$ cat config.mk
export PLATFORM = sky130hd
export DESIGN_NAME = rmsl_latch
export DESIGN_NICKNAME = d
export VERILOG_FILES = /design/src/rtl/rmsl_pkg.sv /design/src/rtl/rmsl_sync_if.sv /design/src/rtl/rmsl_latch.sv /design/src/rtl/rmsl_strap_sync.sv
export VERILOG_INCLUDE_DIRS = /design/src /design/src/rtl
export SDC_FILE = /design/constraint.sdc
export NUM_CORES = 1
export LEC_CHECK = 0
export BUFFER_PORTS_ARGS = -buffer_cell sky130_fd_sc_hd__buf_2
export CAP_MARGIN = 20
export CORE_MARGIN = 4
export CORE_UTILIZATION = 37
export CTS_BUF_LIST = sky130_fd_sc_hd__clkbuf_16
export CTS_CLUSTER_DIAMETER = 120
export DETAILED_ROUTE_END_ITERATION = 16
export PLACE_DENSITY = 0.75
export SYNTH_ARGS = -nofsm -noshare
export SYNTH_HDL_FRONTEND = slang
export SYNTH_HIERARCHICAL = 1
export SYNTH_SLANG_ARGS = --single-unit
export TNS_END_PERCENT = 5
$ cat constraint.sdc
create_clock -name sys_clk -period 2.84 [get_ports sys_clk]
set_clock_uncertainty 0.2 [all_clocks]
set_input_delay 0.142 -clock sys_clk [delete_from_list [all_inputs] [get_ports sys_clk]]
set_output_delay 0.142 -clock sys_clk [all_outputs]
set_load 0.01 [all_outputs]
$ cat src/rtl/rmsl_params.svh
// Constants for the reset mode strap latch: offsets, field positions, reset values.
`ifndef RMSL_PARAMS_SVH
`define RMSL_PARAMS_SVH

// Register byte offsets on the APB bus.
`define RMSL_MODE_OFFSET 32'h0000_0000
`define RMSL_MISC_OFFSET 32'h0000_0004
`define RMSL_STAT_OFFSET 32'h0000_0008

// Field positions.
`define RMSL_MODE_LSB 0
`define RMSL_MODE_MSB 2
`define RMSL_FLASH_BIT 0
`define RMSL_STAT_DEBUG_BIT 0
`define RMSL_STAT_BADSTRAP_BIT 1
`define RMSL_STAT_LOCK_BIT 2
`define RMSL_STAT_PINS_LSB 4
`define RMSL_STAT_PINS_MSB 7

// Values held while reset is asserted.
`define RMSL_MODE_RST 3'h0
`define RMSL_FLASH_RST 1'h0
`define RMSL_DEBUG_RST 1'h0
`define RMSL_RDATA_RST 32'h0000_0000

// Strap pins: three mode selects and the flash strap.
`define RMSL_STRAP_W 4

`endif

$ cat src/rtl/rmsl_pkg.sv
// Types shared by the reset mode strap latch.
package rmsl_pkg;

   // Operating modes, coded as the three mode-select levels hi, mid, lo.
   typedef enum logic [2:0] {
      RMSL_SPECIAL_SINGLE = 3'b000,
      RMSL_EMU_NARROW = 3'b001,
      RMSL_SPECIAL_TEST = 3'b010,
      RMSL_EMU_WIDE = 3'b011,
      RMSL_NORMAL_SINGLE = 3'b100,
      RMSL_NORMAL_NARROW = 3'b101,
      RMSL_SPECIAL_PERIPH = 3'b110,
      RMSL_NORMAL_WIDE = 3'b111
   } rmsl_mode_t;

endpackage

$ cat src/rtl/rmsl_sync_if.sv
// Interface between the strap synchroniser and the latch logic.
`timescale 1ns/10ps
interface rmsl_sync_if;
   logic [3:0] raw;
   logic [3:0] stable;
   modport sync (input raw, output stable);
   modport user (output raw, input stable);
endinterface // rmsl_sync_if

$ cat src/rtl/rmsl_latch.sv
// Reset mode strap latch: captures mode and flash visibility at reset release.
`timescale 1ns/10ps
`include "rmsl_params.svh"
module rmsl_latch
(
   input wire logic sys_clk,
   input wire logic rst,
   input wire logic [31:0] paddr,
   input wire logic psel,
   input wire logic penable,
   input wire logic pwrite,
   input wire logic [31:0] pwdata,
   input wire logic [3:0] pstrb,
   output logic [31:0] prdata,
   output logic pready,
   output logic pslverr,
   input wire logic modeSelectHi,
   input wire logic modeSelectMid,
   input wire logic modeSelectLo,
   input wire logic flashStrapPin,
   input wire logic debugActivateCmd,
   output logic [2:0] opMode,
   output logic flashMapped,
   output logic debugActive,
   output logic singleChip,
   output logic expandedBus,
   output logic wideBus,
   output logic emulationMode,
   output logic specialMode
);

   rmsl_sync_if syncIf ();

   rmsl_pkg::rmsl_mode_t mode_q;
   rmsl_pkg::rmsl_mode_t strapMode;
   rmsl_pkg::rmsl_mode_t wrMode;
   logic flashVisible_q;
   logic debugActive_q;
   logic badStrap_q;
   logic modeLocked_q;
   logic flashLocked_q;
   logic rstSeen_q;
   logic captureNow;
   logic strapFlash;
   logic [31:0] prdata_q;
   logic setupRead;
   logic accessWr;
   logic mapped;
   logic [31:0] readMux;
   logic modeWrOk;
   logic flashWrOk;
   logic modeWrite;
   logic flashWrite;

   // Strap pins come from outside the clock domain and pass the synchroniser.
   assign syncIf.raw = {modeSelectHi, modeSelectMid, modeSelectLo, flashStrapPin};

   rmsl_strap_sync u_sync
   (
      .sys_clk(sys_clk),
      .syncIf(syncIf)
   );

   assign strapMode = rmsl_pkg::rmsl_mode_t'(syncIf.stable[3:1]);
   assign strapFlash = syncIf.stable[0];

   // Flash visibility as each mode decodes the flash strap.
   function automatic logic flashDecode(input rmsl_pkg::rmsl_mode_t m, input logic strap);
      logic vis;
      vis = 1'b1;
      unique case (m)
         rmsl_pkg::RMSL_SPECIAL_SINGLE: vis = 1'b1;
         rmsl_pkg::RMSL_EMU_NARROW: vis = ~strap;
         rmsl_pkg::RMSL_SPECIAL_TEST: vis = 1'b0;
         rmsl_pkg::RMSL_EMU_WIDE: vis = ~strap;
         rmsl_pkg::RMSL_NORMAL_SINGLE: vis = 1'b1;
         rmsl_pkg::RMSL_NORMAL_NARROW: vis = strap;
         rmsl_pkg::RMSL_SPECIAL_PERIPH: vis = 1'b1;
         rmsl_pkg::RMSL_NORMAL_WIDE: vis = strap;
      endcase
      return vis;
   endfunction

   // The release of reset is the first edge seen with reset low after it was high.
   always_ff @(posedge sys_clk)
   begin
      rstSeen_q <= rst;
   end

   assign captureNow = rstSeen_q & ~rst;

   // APB decode; the slave never inserts wait states.
   assign mapped = (paddr == `RMSL_MODE_OFFSET) || (paddr == `RMSL_MISC_OFFSET) ||
                   (paddr == `RMSL_STAT_OFFSET);
   assign setupRead = psel & ~penable & ~pwrite;
   assign accessWr = psel & penable & pwrite & pstrb[0] & ~rst;
   assign pready = psel & penable;
   assign pslverr = psel & penable & ~mapped;
   assign wrMode = rmsl_pkg::rmsl_mode_t'(pwdata[`RMSL_MODE_MSB:`RMSL_MODE_LSB]);

   // Special modes other than peripheral may move freely; normal and peripheral modes get one move, and only to a normal mode.
   // Peripheral mode is never reachable by software, since it fights the external bus.
   assign modeWrOk = (wrMode != rmsl_pkg::RMSL_SPECIAL_PERIPH) &&
                     (~mode_q[2] || (~modeLocked_q && wrMode[2]));
   assign flashWrOk = ~mode_q[2] || ~flashLocked_q;
   assign modeWrite = accessWr && (paddr == `RMSL_MODE_OFFSET) && modeWrOk;
   assign flashWrite = accessWr && (paddr == `RMSL_MISC_OFFSET) && flashWrOk;

   // Mode bits: reset value, strap capture at release, then only guarded writes.
   always_ff @(posedge sys_clk)
   begin
      if (rst)
      begin
         mode_q <= rmsl_pkg::rmsl_mode_t'(`RMSL_MODE_RST);
      end
      else if (captureNow)
      begin
         mode_q <= strapMode;
      end
      else if (modeWrite)
      begin
         mode_q <= wrMode;
      end
   end

   // Write-once locks for normal modes; a later reset reopens them.
   always_ff @(posedge sys_clk)
   begin
      if (rst)
      begin
         modeLocked_q <= 1'b0;
         flashLocked_q <= 1'b0;
      end
      else
      begin
         if (modeWrite && mode_q[2])
         begin
            modeLocked_q <= 1'b1;
         end
         if (flashWrite && mode_q[2])
         begin
            flashLocked_q <= 1'b1;
         end
      end
   end

   // Flash visibility: decoded strap at release, later changed only by software.
   always_ff @(posedge sys_clk)
   begin
      if (rst)
      begin
         flashVisible_q <= `RMSL_FLASH_RST;
      end
      else if (captureNow)
      begin
         flashVisible_q <= flashDecode(strapMode, strapFlash);
      end
      else if (flashWrite)
      begin
         flashVisible_q <= pwdata[`RMSL_FLASH_BIT];
      end
   end

   // Background debug: active at once only in special single chip, else on command.
   always_ff @(posedge sys_clk)
   begin
      if (rst)
      begin
         debugActive_q <= `RMSL_DEBUG_RST;
      end
      else if (captureNow)
      begin
         // A command that lands in the release cycle is kept rather than lost to the capture.
         debugActive_q <= (strapMode == rmsl_pkg::RMSL_SPECIAL_SINGLE) ||
                          debugActivateCmd;
      end
      else if (debugActivateCmd)
      begin
         debugActive_q <= 1'b1;
      end
   end

   // Flag a forbidden peripheral-mode strap so software can see the board fault.
   always_ff @(posedge sys_clk)
   begin
      if (rst)
      begin
         badStrap_q <= 1'b0;
      end
      else if (captureNow)
      begin
         badStrap_q <= (strapMode == rmsl_pkg::RMSL_SPECIAL_PERIPH);
      end
   end

   // Read data is taken in the setup cycle so prdata comes from a flip-flop.
   always_comb
   begin
      readMux = 32'h0000_0000;
      if (paddr == `RMSL_MODE_OFFSET)
      begin
         readMux[`RMSL_MODE_MSB:`RMSL_MODE_LSB] = mode_q;
      end
      else if (paddr == `RMSL_MISC_OFFSET)
      begin
         readMux[`RMSL_FLASH_BIT] = flashVisible_q;
      end
      else if (paddr == `RMSL_STAT_OFFSET)
      begin
         readMux[`RMSL_STAT_DEBUG_BIT] = debugActive_q;
         readMux[`RMSL_STAT_BADSTRAP_BIT] = badStrap_q;
         readMux[`RMSL_STAT_LOCK_BIT] = modeLocked_q;
         readMux[`RMSL_STAT_PINS_MSB:`RMSL_STAT_PINS_LSB] = syncIf.stable;
      end
   end

   always_ff @(posedge sys_clk)
   begin
      if (rst)
      begin
         prdata_q <= `RMSL_RDATA_RST;
      end
      else if (setupRead)
      begin
         prdata_q <= readMux;
      end
   end

   assign prdata = prdata_q;

   // Mode decode drives memory map and bus arrangement for the rest of the chip.
   assign opMode = mode_q;
   assign flashMapped = flashVisible_q;
   assign debugActive = debugActive_q;
   assign singleChip = (mode_q == rmsl_pkg::RMSL_SPECIAL_SINGLE) ||
                       (mode_q == rmsl_pkg::RMSL_NORMAL_SINGLE);
   assign expandedBus = ~singleChip && (mode_q != rmsl_pkg::RMSL_SPECIAL_PERIPH);
   assign wideBus = mode_q[1] & (mode_q[0] | ~mode_q[2]);
   assign emulationMode = ~mode_q[2] & mode_q[0];
   assign specialMode = ~mode_q[2] || (mode_q == rmsl_pkg::RMSL_SPECIAL_PERIPH);

   // The release is taken from the registered reset, so this stays plain combinational logic.
   logic releaseEdge;
   assign releaseEdge = rstSeen_q && !rst;
endmodule // rmsl_latch

$ cat src/rtl/rmsl_strap_sync.sv
// Three-stage synchroniser with agreement filter for the strap pins.
`timescale 1ns/10ps
module rmsl_strap_sync
(
   input wire logic sys_clk,
   rmsl_sync_if.sync syncIf
);

   logic [3:0] stage1_q;
   logic [3:0] stage2_q;
   logic [3:0] stage3_q;
   logic [3:0] stable_q;

   // Pins are not reset so that they keep tracking the straps while reset is held.
   always_ff @(posedge sys_clk)
   begin
      stage1_q <= syncIf.raw;
      stage2_q <= stage1_q;
      stage3_q <= stage2_q;
   end

   // A new level counts only once the second and third stages agree.
   always_ff @(posedge sys_clk)
   begin
      if (stage2_q == stage3_q)
      begin
         stable_q <= stage3_q;
      end
   end

   assign syncIf.stable = stable_q;

endmodule // rmsl_strap_sync

==> results <==
- The horizontal extent of the die is 73.48 µm.
- The worst setup path is of the primary input to flop kind.
- The area of the die is 5399 µm².
- The clock input transition at the sequential cells of the worst setup and hold paths is 0.05 ns.
- In this run, synthesis inferred 4 flip-flops with an integrated enable.
- Hold is met by 0.08010 ns.
- The run finished with clean final reports.
- In this run the standard cell core region covers 4086 µm².
- Summing every instance area after synthesis gives 1587 µm².
- The number of antenna violations at the first check in global routing was 0.
- The flip-flop and latch count after synthesis is 32.
- The number of fill cells is 419.
- The repair_antennas step left the layout with diodes totalling 0.
- The detailed router finished its first iteration with 71 violations.
- The via density per instance is 4.613.
- The worst setup timing slack at the placement stage is 0.9121 ns.
- Global routing used 13.06% of the available tracks across all layers.
- The final instance count without filler cells is 284.
- The post-synthesis instance total is 167.
- The synthesized design spends more area on one cell type than any other, namely dfxtp_1.
- The clock reaches the later pin of the worst-skew pair after 0.27 ns.
- The number of core rows is 23.
- The residual antenna-violating net count after detailed routing is 0.
- The Yosys step of the flow raised 6 warnings.
- The worst hold path belongs to the class primary input to flop.
- Global routing finished with a remaining overflow of 0.
- The worst path uses 71.78% of the clock period.
- After synthesis, the largest family of logic cells by area is simple AND/OR/NAND/NOR gates.
- Summing the areas of all and, or, nand and nor instances in the mapped netlist gives 20.03% of the synthesized area.
- The initial core utilization is 38.82%.
- The clock period minus final worst setup slack is 2.038 ns.
- The dominant register cell in the synthesized netlist is dfxtp_1.
- The via count of the first global-routing pass is 1,249.
- The first-pass GRT wire length is 5492 µm.
- The proportion of layout cells with a drive suffix above 1 is 33.76%.
- The number of buffers on the longest clock path is 2.
- The adder-cell share of the synthesized area is 0%.
- The clock tree synthesis step divided the H-tree into 2 levels.
- In the post-synthesis netlist, the biggest area contributors are dfxtp_1 (35%), buf_4 (12%), edfxtp_1 (7.6%).
- The average footprint of a synthesized cell is 9.500 µm².
- The layout overhead on the synthesized area is 28.86%.
- The arrival time at the worst endpoint is 2.02 ns.
- The floorplan step set the die height to 73.48 µm.
- The required time of the worst setup path is 2.83 ns.
- Detailed placement ended at an HPWL of 2674 µm.
- The post-detailed-routing wire length is 3460 µm.
- Across all layers, the routed design uses 1,310 vias.
- TritonCTS created 5 clock buffers.
- The static leakage is 0.0009389 µW.
- The fraction of synthesized cell area in xor and xnor cells is 2.760%.
- The netlist uses 39 different library cells.
- The cell with the largest stage delay on the worst path is dlygate4sd3_1.
- The synthesized netlist devotes 14.27% of its cell area to compound gates.
- The number of setup violations in the final report is 0.
- The number of I/O port buffers is 64.
- The count of max-cap constraint violations is 0.
- The worst setup path is captured at a flop.
- TritonCTS built the clock tree.
- The share of async-settable or async-resettable flops after synthesis is 0%.
- The delay of the slowest critical-path stage is 0.53 ns.
- The final setup TNS is 0 ns.
- The pre-antenna-repair detailed-routing pass consisted of 4 iterations.
- The final estimated routing congestion in global placement is 0.7760.
- Once placement completed, the tool counted placed cells totaling 270.
- The most common cell in the synthesized netlist is dfxtp_1.
- Derived from the worst setup path, the maximum achievable clock frequency is 490.6 MHz.
- After layout, the worst setup slack is 0.8015 ns.
- Once the clock tree was built, the resizer swapped 0 gates to a different size.
- Setup repair after global routing left no endpoint under its margin.
- The startpoint type of the worst setup path is a primary input.
- The average wire per cell in the routed design is 12.18 µm.
- In the final design database the tool counted 311 nets.
- The areal power density over the cells is 582.5 nW/µm².
- The hold violation total from the final report is 0.
- The pin count of the biggest net entering global routing is 19.
- In the synthesized netlist, the cells that appear most often are dfxtp_1 (28), buf_4 (25), nor2_1 (11).
- Along the worst path, the maximum fanout reaches 18.
- The max-slew violation count is 0.
- Headroom to the max-slew limit came out at 62.47%.
- The maximum ir drop on the vdd rail is 0.0003203 V.
- The share of synthesized area spent on multiplexers is 2.603%.
- After layout, the design draws a total of 1191 µW.
- The top cell type by area accounts for 35.33% of the synthesized area.
- The remaining design rule violation count is 0.
- At the pin with the least slew margin, the transition time is 0.5629 ns.
- The tree is rooted in a clkbuf_16.
- Summing the sequential cell areas from Yosys gives 42.90% of the chip area.
- The number of top-level design ports is 122.
- Traced cell by cell, the critical path runs through dlygate4sd3_1 -> buf_2 -> nand4bb_4 -> a2111oi_4 -> a41oi_1 -> a221oi_2.
- The TritonCTS sink count is 32.
-- cell usage in the layout (no fill, tap or decap), drive strengths merged, types with 5 or more instances in the layout --
master,n
a21oi,10
buf,64
clkbuf,5
conb,25
dfxtp,28
dlygate4sd3,6
inv,10
nand2,10
nand4,10
nor2,11
nor4,8
xor2,5
-- registers in the layout, indices dropped and copies added, names as in the netlist --
name and flops:
opMode 3, u_sync/syncIf.stable 4, flashMapped 1, u_sync/stage3_q 4, rstSeen_q 1, u_sync/stage2_q 4
prdata 7, modeLocked_q 1, u_sync/stage1_q 4, flashLocked_q 1, badStrap_q 1, debugActive 1
-- metrics by stage --
stage	cell area [µm²]	utilization, %
finish	2044	50.03
global route	2044	50.03
global placement	1821	44.55
detailed placement	1821	44.55
floorplan	1677	-
CTS	2044	50.03
-- metal layers --
metal	share of wire (%)	vias to the layer above	global-route usage [%]
li1	-	681	-
met1	39	586	14.31
met2	52	38	23.13
met3	8.5	5	5.609
met4	0.78	0	3.018
met5	0	-	0
-- worst paths after layout --
path                            from                  to  depth (start not counted)  slack, ns
hold / removal              paddr[2]           prdata[1]                          4       0.08
setup reg to reg        modeLocked_q           opMode[1]                          4       1.11
setup / recovery                 rst           opMode[1]                          6       0.80
hold reg to reg   u_sync/stage1_q[3]  u_sync/stage2_q[3]                          0       0.12
-- worst max-delay path, delay by kind of cell --
kind,cells,cell delay [ns]
AO/OA/AOI/OAI,3,0.81
buffers and inverters,2,0.76
AND/OR/NAND/NOR,1,0.30
-- repair_timing --
item,CTS,global route
hold buffers,6,0
endpoints found under the hold margin,6,0
buffers inserted,0,0
-- cell type report --
class	count	area, µm²	share of cell area, %
sequential	32	680.7	33.29
multi-input combinational	115	723.2	35.37
clock buffer	5	125.1	6.120
timing repair buffer	70	380.4	18.60
inverter	9	33.78	1.652
tap	50	62.56	3.060
clock inverter	3	38.79	1.897
-- cells by family after synthesis --
family,Yosys count
compound gates,29
mux,4
xor+xnor,5
buf+inv,44
other cells,1
flops,32
simple gates,52
-- power breakdown --
group	leakage (µW)	internal, µW	switching (µW)
combinational	0.000586	54.5	62.0
clock	0.0000850	408	178
sequential	0.000268	475	13.9
total	0.000939	937	254
Power figures use the tool's default switching activity.
